`src/rtl/ldc_pkg.sv`:
```
package ldc_pkg;
    // =========================================================
    // register offsets (7-bit serial address)
    localparam logic [6:0] LDC_OFS_LASER_CONTROL_PRIMARY      = 7'h1a;
    localparam logic [6:0] LDC_OFS_LASER_CURRENT_CODE         = 7'h1c;
    localparam logic [6:0] LDC_OFS_LASER_CURRENT_CODE_INVERSE = 7'h1d;
    localparam logic [6:0] LDC_OFS_LASER_RANGE_INVERSE        = 7'h1f;
    localparam logic [6:0] LDC_OFS_MOTION                     = 7'h02;
    localparam logic [6:0] LDC_OFS_MOTION_ALIAS               = 7'h42;
    // =========================================================
    // field positions
    localparam int LDC_RANGE_MSB   = 7;
    localparam int LDC_RANGE_LSB   = 6;
    localparam int LDC_CAL_MSB     = 3;
    localparam int LDC_CAL_LSB     = 1;
    localparam int LDC_FORCE_BIT   = 0;
    // =========================================================
    // field codes and reset values
    localparam logic [1:0] LDC_BAND_LOW      = 2'h0;
    localparam logic [1:0] LDC_BAND_MID      = 2'h1;
    localparam logic [1:0] LDC_BAND_BAD      = 2'h2;
    localparam logic [1:0] LDC_BAND_HIGH     = 2'h3;
    localparam logic [2:0] LDC_CAL_CW        = 3'h5;
    localparam logic [2:0] LDC_CAL_OFF       = 3'h0;
    localparam logic [7:0] LDC_RESET_VALUE   = 8'h00;
    localparam logic [7:0] LDC_UNMAPPED_READ = 8'h00;
endpackage

```
`src/rtl/ldc_pair_check.sv`:
```
`timescale 1ns/100ps
// =========================================================
// complement pair compare
module ldc_pair_check #(
    parameter int WIDTH = 8
) (
    input  wire logic [WIDTH-1:0] i_value,
    input  wire logic [WIDTH-1:0] i_inverse,
    output logic                  o_ok
);
    assign o_ok = (i_value == ~i_inverse);
endmodule

```
`src/rtl/ldc_laser_drive_control.sv`:
```
// Operation
// - range bits mismatch complement: laser off, flag cleared
// - range code selects laser current band
// - range code 10 invalid: laser off, flag cleared
// - calibration field 101b gives continuous-on laser
// - calibration field 000b returns to pulsed mode
// - motion register read clears calibration field
// - force-off bit holds active-low enable high
// - current code mismatch complement: laser off, flag cleared
// - eight-bit code drives current dac
// - current pair writable in either order
// - range pair writable in either order
`timescale 1ns/100ps
module ldc_laser_drive_control
    import ldc_pkg::*;
#(
    parameter int DATA_W = 8
) (
    input  wire logic              i_clock,
    input  wire logic              i_rst_n,
    input  wire logic              i_wr_en,
    input  wire logic              i_rd_en,
    input  wire logic [6:0]        i_addr,
    input  wire logic [DATA_W-1:0] i_wdata,
    input  wire logic              i_laser_pulse,
    output logic [DATA_W-1:0]      o_rdata,
    output logic                   o_laser_drive_low_enable_n,
    output logic                   o_laser_setting_ok_flag,
    output logic [1:0]             o_current_band,
    output logic [DATA_W-1:0]      o_current_dac_code,
    output logic                   o_continuous_on
);

    // =========================================================
    // register state
    logic [1:0]        range_q,      range_d;
    logic [2:0]        cal_q,        cal_d;
    logic              force_q,      force_d;
    logic [DATA_W-1:0] code_q,       code_d;
    logic [DATA_W-1:0] code_inv_q,   code_inv_d;
    logic [1:0]        range_inv_q,  range_inv_d;
    logic [DATA_W-1:0] rdata_q,      rdata_d;
    logic              laser_n_q,    laser_n_d;
    logic              ok_q,         ok_d;
    logic [1:0]        band_q,       band_d;
    logic [DATA_W-1:0] dac_q,        dac_d;
    logic              cw_q,         cw_d;
    logic              range_ok;
    logic              code_ok;
    logic              setting_ok;
    logic              motion_read;

    function automatic logic hit(input logic [6:0] addr, input logic [6:0] ofs);
        hit = (addr == ofs);
    endfunction

    // =========================================================
    // complement checks, evaluated on live contents
    ldc_pair_check #(.WIDTH(2)) u_range_check (
        .i_value   (range_q),
        .i_inverse (range_inv_q),
        .o_ok      (range_ok)
    );

    ldc_pair_check #(.WIDTH(DATA_W)) u_code_check (
        .i_value   (code_q),
        .i_inverse (code_inv_q),
        .o_ok      (code_ok)
    );

    assign setting_ok  = range_ok && code_ok && (range_q != LDC_BAND_BAD);
    assign motion_read = i_rd_en && (hit(i_addr, LDC_OFS_MOTION) || hit(i_addr, LDC_OFS_MOTION_ALIAS));

    // =========================================================
    // register writes and reads
    always_comb
    begin
        range_d     = range_q;
        cal_d       = cal_q;
        force_d     = force_q;
        code_d      = code_q;
        code_inv_d  = code_inv_q;
        range_inv_d = range_inv_q;
        rdata_d     = rdata_q;
        // motion read leaves calibration; a same-cycle write below wins
        if (motion_read)
        begin
            cal_d = LDC_CAL_OFF;
        end
        if (i_wr_en)
        begin
            if (hit(i_addr, LDC_OFS_LASER_CONTROL_PRIMARY))
            begin
                range_d = i_wdata[LDC_RANGE_MSB:LDC_RANGE_LSB];
                cal_d   = i_wdata[LDC_CAL_MSB:LDC_CAL_LSB];
                force_d = i_wdata[LDC_FORCE_BIT];
            end
            if (hit(i_addr, LDC_OFS_LASER_CURRENT_CODE))
            begin
                code_d = i_wdata;
            end
            if (hit(i_addr, LDC_OFS_LASER_CURRENT_CODE_INVERSE))
            begin
                code_inv_d = i_wdata;
            end
            if (hit(i_addr, LDC_OFS_LASER_RANGE_INVERSE))
            begin
                range_inv_d = i_wdata[LDC_RANGE_MSB:LDC_RANGE_LSB];
            end
        end
        if (i_rd_en)
        begin
            // reserved bits read zero
            rdata_d = LDC_UNMAPPED_READ;
            if (hit(i_addr, LDC_OFS_LASER_CONTROL_PRIMARY))
            begin
                rdata_d[LDC_RANGE_MSB:LDC_RANGE_LSB] = range_q;
                rdata_d[LDC_CAL_MSB:LDC_CAL_LSB]     = cal_q;
                rdata_d[LDC_FORCE_BIT]               = force_q;
            end
            else if (hit(i_addr, LDC_OFS_LASER_CURRENT_CODE))
            begin
                rdata_d = code_q;
            end
            else if (hit(i_addr, LDC_OFS_LASER_CURRENT_CODE_INVERSE))
            begin
                rdata_d = code_inv_q;
            end
            else if (hit(i_addr, LDC_OFS_LASER_RANGE_INVERSE))
            begin
                rdata_d[LDC_RANGE_MSB:LDC_RANGE_LSB] = range_inv_q;
            end
        end
    end

    // =========================================================
    // laser drive
    always_comb
    begin
        ok_d      = setting_ok;
        cw_d      = (cal_q == LDC_CAL_CW);
        // dac and band frozen at last good pair so a half-written pair never reaches the pin
        band_d    = setting_ok ? range_q : band_q;
        dac_d     = setting_ok ? code_q : dac_q;
        laser_n_d = 1'b1;
        if (setting_ok && !force_q && (cw_d || i_laser_pulse))
        begin
            laser_n_d = 1'b0;
        end
    end

    always_ff @(posedge i_clock or negedge i_rst_n)
    begin
        if (!i_rst_n)
        begin
            range_q     <= LDC_RESET_VALUE[1:0];
            cal_q       <= LDC_RESET_VALUE[2:0];
            force_q     <= 1'b0;
            code_q      <= LDC_RESET_VALUE;
            code_inv_q  <= LDC_RESET_VALUE;
            range_inv_q <= LDC_RESET_VALUE[1:0];
            rdata_q     <= LDC_RESET_VALUE;
            laser_n_q   <= 1'b1;
            ok_q        <= 1'b0;
            band_q      <= LDC_BAND_LOW;
            dac_q       <= LDC_RESET_VALUE;
            cw_q        <= 1'b0;
        end
        else
        begin
            range_q     <= range_d;
            cal_q       <= cal_d;
            force_q     <= force_d;
            code_q      <= code_d;
            code_inv_q  <= code_inv_d;
            range_inv_q <= range_inv_d;
            rdata_q     <= rdata_d;
            laser_n_q   <= laser_n_d;
            ok_q        <= ok_d;
            band_q      <= band_d;
            dac_q       <= dac_d;
            cw_q        <= cw_d;
        end
    end

    assign o_rdata                    = rdata_q;
    assign o_laser_drive_low_enable_n = laser_n_q;
    assign o_laser_setting_ok_flag    = ok_q;
    assign o_current_band             = band_q;
    assign o_current_dac_code         = dac_q;
    assign o_continuous_on            = cw_q;
endmodule

```
`config.mk`:
```
export PLATFORM = sky130hd
export DESIGN_NAME = ldc_laser_drive_control
export DESIGN_NICKNAME = d
export VERILOG_FILES = /design/src/rtl/ldc_pkg.sv /design/src/rtl/ldc_pair_check.sv /design/src/rtl/ldc_laser_drive_control.sv
export SDC_FILE = /design/constraint.sdc
export NUM_CORES = 1
export LEC_CHECK = 0
export ABC_AREA = 1
export BUFFER_PORTS_ARGS = -buffer_cell sky130_fd_sc_hd__buf_2
export CAP_MARGIN = 10
export CORE_MARGIN = 2
export CORE_UTILIZATION = 54
export CTS_CLUSTER_SIZE = 20
export DETAILED_ROUTE_END_ITERATION = 10
export GPL_TIMING_DRIVEN = 0
export PLACE_DENSITY = 0.78
export RECOVER_POWER = 50
export SYNTH_ARGS = -nofsm -noshare
export SYNTH_HDL_FRONTEND = slang
export SYNTH_SLANG_ARGS = --single-unit
```
`constraint.sdc`:
```
create_clock -name i_clock -period 1.33 [get_ports i_clock]
set_input_delay 0.266 -clock i_clock [delete_from_list [all_inputs] [get_ports i_clock]]
set_output_delay 0.266 -clock i_clock [all_outputs]
set_load 0.03 [all_outputs]
```
---- After elaboration in Yosys (flattened, before gate mapping) ----
Cells that the tools add are included.
operators by class
  reduce and logical (&&, ||, !) cells .... 12
  bitwise operators ....................... 2
  mux-type cells .......................... 11
  eq/ne operators ......................... 10
operators by type and width
  operator                                                          count
  7-bit by 5-bit == test with 1-bit output (second input constant)  4
  3-bit two-way mux                                                 3
  8-bit == test                                                     1
  2-bit two-way mux                                                 4
  8-bit two-way mux                                                 1
  8-bit NOT                                                         1
  2-bit AND reduction                                               4
  7-bit by 2-bit == test with 1-bit output (second input constant)  1
  7-bit == test (second input constant)                             1
  6-bit two-way mux                                                 1
  1-bit logical AND                                                 5
  4-bit two-way mux                                                 1
  3-bit == test (second input constant)                             1
  2-bit == test                                                     1
  1-bit logical OR                                                  2
  2-bit inequality test (second input constant)                     1
  2-bit NOT                                                         1
  1-bit logical NOT                                                 1
  1-bit two-way mux                                                 1
storage, ports and cells
  word-level logic and storage cells ...... 47
  output and inout port bits .............. 21
  bits of input ports ..................... 20
  bits in registers ....................... 45

---- Logic depth before layout (Yosys ltp) ----
  word-level depth ........................ 7
  depth in mapped cells ................... 9
  gate-level depth less buffers ........... 8

---- By module ----
A second synthesis with hierarchy kept.
unflattened totals
  cell total of the unflattened synthesis .. 304
  area total of the unflattened synthesis .. 2352.3 um^2
by module, submodules not included
  module                           cells an instance  area each (um^2)  times used  seq. area each (um^2)
  ldc_laser_drive_control          246                2134.5            1           1127.3
  ldc_pair_check at u_code_check   47                 176.4             1           0.0
  ldc_pair_check at u_range_check  11                 41.3              1           0.0

---- Worst setup path after synthesis ----
Ideal clock, no wire load.
  path kind ............................... register to register
  start point ............................. reg code_q[0]
  end point ............................... reg band_q[0], in the netlist o_current_band[0]
  setup time .............................. 0.067 ns
  data required time ...................... 1.263 ns
  clock period less this slack ............ 1.227 ns
  arrival time ............................ 1.160 ns
  stages on the path, launching flop included .. 9
  path slack .............................. 0.103 ns
  path buffers ............................ 1
  cell sequence ........................... dfrtp_1 > nand2_1 > inv_1 > nor2_1 > nand2_1 > nor2_1 > clkbuf_1 > nand4_1 > nand2_1
between the ends
  cells in the longest elaborated chain, start to end .. 3
ends and longest elaborated chain
  what                            line                            text
  start, declared                 ldc_laser_drive_control.sv:39   logic [DATA_W-1:0] code_q, code_d;
  start signal, assigned          ldc_laser_drive_control.sv:174  code_q <= code_d;
  8-bit == test                   ldc_pair_check.sv:11            assign o_ok = (i_value == ~i_inverse);
  1-bit logical AND (2 in a row)  ldc_laser_drive_control.sv:71   assign setting_ok = range_ok && code_ok && (range_q != LDC_BAND_BAD);
  end signal, assigned            ldc_laser_drive_control.sv:180  band_q <= band_d;
  end, declared                   ldc_laser_drive_control.sv:45   logic [1:0] band_q, band_d;
Every way passes these cells.
A chain may end at the register's enable or synchronous reset.

---- Worst setup path after layout ----
  start point ............................. reg range_inv_q[0]
  end point ............................... reg band_q[0], in the netlist o_current_band[0]
between the ends
  cells in the longest elaborated chain, start to end .. 4
ends and longest elaborated chain
  what                            line                            text
  start, declared                 ldc_laser_drive_control.sv:41   logic [1:0] range_inv_q, range_inv_d;
  start signal, assigned          ldc_laser_drive_control.sv:161  range_inv_q <= LDC_RESET_VALUE[1:0];
  start signal, assigned          ldc_laser_drive_control.sv:176  range_inv_q <= range_inv_d;
  2-bit NOT                       ldc_pair_check.sv:11
  2-bit == test                   ldc_pair_check.sv:11
  1-bit logical AND (2 in a row)  ldc_laser_drive_control.sv:71
Every way passes these cells.

==> reports/qor.csv <==
metric;value;unit
register clock-pin slew on the reported worst setup and hold paths;80;ps
combinational power share;18.9;%
fraction of power spent switching nets;29.5;%
first-pass GRT wire length;9400;um
Floorplan Core Area;4030;um2
routed via count;2152;
post-route insts no fill;410;
leading cell types by total area after synthesis;sky130_fd_sc_hd__dfrtp_1, sky130_fd_sc_hd__nand2_1, sky130_fd_sc_hd__inv_1;
post-route fraction of the period consumed by the critical path;99.3;%
max-capacitance violation count;0;
placed wire-length estimate;3940;um
Starting DRT DRC Count;210;
final count of pins violating max slew;0;
antenna violations before repair;0;
final setup violation count;0;
warnings from Yosys;0;
vias per cell;5.25;
commonest register cell after synthesis;sky130_fd_sc_hd__dfrtp_1;
number of global-route vias before repair;2036;
n_diodes;0;
chip height;69.1;um
post-synthesis register bit count;45;
number of nets produced by synthesis;312;
slew at the pin closest to its max-slew limit;1110;ps
average footprint of a synthesized cell;7.83;um2
fillers;328;
Crit path arrival time;1520;ps
cells after synthesis;292;
clk sinks;45;
final routed wirelength across all metal layers;5760;um
result of the run;finished clean;
placed cells;382;
number of enable flip-flop cells after synthesis;0;
Synth top cells by count;sky130_fd_sc_hd__nand2_1, sky130_fd_sc_hd__dfrtp_1, sky130_fd_sc_hd__inv_1;
CTS tree;done;
routed wirelength normalized by instance count;14.0;um
total gr overflow;0;
Post-Route Utilization;71.7;%
Static Leak;1.62;nW
part of the power in the clock network;29.1;%
CTS Root Cell;sky130_fd_sc_hd__clkbuf_8;
count of unique library cells instantiated by Yosys;25;
highest achievable clock rate;757;MHz
Switch Pwr;0.881;mW
overall die area;4770;um2
count of H-tree levels built during CTS;2;
kind of path behind the tightest hold check;in -> async;
endpoint type of the worst setup path;register;
highest fanout seen on the critical path;5;
Power Density;1030;nW/um2
Seq/Total Area, Yosys;49.3;%
maximum number of pins on one net before global-route repair;46;
Bufs on Longest Clock Path;2;
net count of the finished layout;380;
total clock buffers created by CTS;5;
floorplan row count;23;
residual DRC count;0;
Post-Synthesis Cell Area;2290;um2
worst flop-to-flop path startpoint;range_inv_q[0]$_DFFE_PN0P_;
Die Span X;69.1;um
Worst Setup Path Type;reg -> reg;
share of async-settable or async-resettable flops after synthesis;100;%
sequential share of power;52.0;%
type of origin of the critical path;register;
Area Growth Syn to Fin;26.3;%
worst setup path startpoint;range_inv_q[0]$_DFFE_PN0P_;
worst supply voltage drop on vdd;0.828;mV
cell taking the most area after synthesis;sky130_fd_sc_hd__dfrtp_1;
final antenna-violating net count;0;
worst clock skew on the final layout;6.39;ps
Overall Global Routing Usage;24.8;%
count of input and output buffers;40;
initial cell density of the core;56.8;%
area share of the largest cell type after synthesis;48.1;%
proportion of layout cells with a drive suffix above 1;30.8;%
number of top-level pins;41;
insertion delay to the later sink of the worst-skew pair;300;ps
tightest slew margin relative to the limit;26.0;%
router iterations before antenna repair;4;
clock period minus final worst setup slack;1320;ps
final weighted congestion in routability-driven placement;0.866;
required time of the worst setup path;1530;ps
unrepaired setup endpoints after global routing;true;
Hold Violations, Final;0;
Internal Dissipation;2.10;mW
count leader, synth;sky130_fd_sc_hd__nand2_1;
-- layer usage --
layer	track usage, %	wire [um]	up-vias
met5	0	0	-
met4	7.63	125	0
met3	4.53	273	12
met2	41.9	2930	62
met1	32.5	2430	1023
li1	-	-	1055
-- cell usage in the layout, fill, tap and decap left out --
cell,instances
sky130_fd_sc_hd__nand2_1,87
sky130_fd_sc_hd__dfrtp_2,1
sky130_fd_sc_hd__inv_1,34
sky130_fd_sc_hd__nand2_2,18
sky130_fd_sc_hd__dfstp_2,1
sky130_fd_sc_hd__buf_2,39
sky130_fd_sc_hd__nand2_4,1
sky130_fd_sc_hd__clkbuf_1,3
sky130_fd_sc_hd__xnor2_1,1
sky130_fd_sc_hd__nor2_2,2
sky130_fd_sc_hd__nand3_4,1
sky130_fd_sc_hd__clkbuf_8,7
sky130_fd_sc_hd__nand4_1,10
sky130_fd_sc_hd__inv_2,2
sky130_fd_sc_hd__o21ai_1,2
sky130_fd_sc_hd__buf_12,1
sky130_fd_sc_hd__dfrtp_1,43
sky130_fd_sc_hd__clkbuf_2,2
sky130_fd_sc_hd__nor2_8,1
sky130_fd_sc_hd__nor3_4,2
sky130_fd_sc_hd__nor2_1,17
sky130_fd_sc_hd__buf_4,23
sky130_fd_sc_hd__nor3_1,2
sky130_fd_sc_hd__o21ai_2,5
sky130_fd_sc_hd__o21a_1,3
sky130_fd_sc_hd__nor2_4,3
sky130_fd_sc_hd__a21oi_1,2
sky130_fd_sc_hd__buf_8,2
sky130_fd_sc_hd__o21ai_0,19
sky130_fd_sc_hd__xor2_1,1
sky130_fd_sc_hd__nand3_1,25
-- flip-flops by register name (all words and copies together) (netlist names), 2 cells and up --
register,cells
range_q,2
o_current_band,2
code_q,8
range_inv_q,2
code_inv_q,8
o_current_dac_code,8
cal_q,3
o_rdata,8
-- layout make-up --
cell class | count | area [um2] | area share (%)
clock buffer | 7 | 86.3 | 2.99
multi-input combinational | 202 | 1030 | 35.6
timing repair buffer | 61 | 364 | 12.6
buffer | 9 | 85.1 | 2.94
inverter | 36 | 135 | 4.68
tap | 50 | 62.6 | 2.17
sequential | 45 | 1130 | 39.1
-- logic make-up (layout without fill, tap and decap cells) --
group / count (synthesis) / count (layout) / synth area share, %
flip-flops: 45 / 45 / 49.3
AO/OA/AOI/OAI: 31 / 31 / 7.93
buffers and inverters: 45 / 113 / 8.42
XOR/XNOR: 2 / 2 / 0.766
AND/OR/NAND/NOR: 169 / 169 / 33.6
-- worst paths after layout --
| check | slack [ps] | cells after the start | endpoint |
|---|---|---|---|
| setup / recovery | 9 | 8 | o_current_band[0]$_DFFE_PN0P_ |
| hold / removal | 170 | 1 | o_rdata[2]$_DFFE_PN0P_ |
| min in group i_clock | 180 | 3 | code_inv_q[5]$_DFFE_PN0P_ |
| setup reg to reg | 9 | 8 | o_current_band[0]$_DFFE_PN0P_ |
| hold reg to reg | 470 | 2 | o_current_dac_code[4]$_DFFE_PN0P_ |
| max in group asynchronous | 430 | 1 | range_inv_q[1]$_DFFE_PN0P_ |
-- power by group through the flow --
stage | combinational (mW) | clock [mW] | sequential (mW)
final | 0.565 | 0.869 | 1.55
after global routing | 0.634 | 0.932 | 1.56
after CTS | 0.518 | 0.881 | 1.55
after detailed placement | 0.435 | 0 | 1.58
after global placement | 0.416 | 0 | 1.58
after floorplan | 0.272 | 0 | 1.58
-- repair_timing --
item,4_1_cts,5_1_grt
hold endpoints to repair,0,0
buffers inserted,14,6
setup endpoints to repair,10,14
resized for setup,16,21
pin swaps,3,4
gates cloned,1,0
hold buffers,0,0
-- stage by stage --
step | area [um2] | setup TNS (ps) | hold slack, ps | power [mW] | setup WS, ps
after floorplan | 2290 | 0 | -29.6 | 1.85 | 103
after CTS | 2800 | 0 | 169 | 2.95 | 4.91
after global routing | 2890 | -992 | 181 | 3.13 | -92.5
final | 2890 | 0 | 165 | 2.99 | 8.94
after detailed placement | 2550 | -5130 | 453 | 2.01 | -229
after global placement | 2550 | -3560 | 452 | 1.99 | -176
-- worst max-delay path, cell delays in order (launching register included) --
cell and delay, ps:
sky130_fd_sc_hd__dfrtp_1 430, sky130_fd_sc_hd__nor2_2 70, sky130_fd_sc_hd__nor2_2 140, sky130_fd_sc_hd__nand2_2 80
sky130_fd_sc_hd__nor2_4 150, sky130_fd_sc_hd__nand3_4 110, sky130_fd_sc_hd__buf_8 150, sky130_fd_sc_hd__nand2_2 40
sky130_fd_sc_hd__nand2_1 50
(Power assumes the default switching activity.)
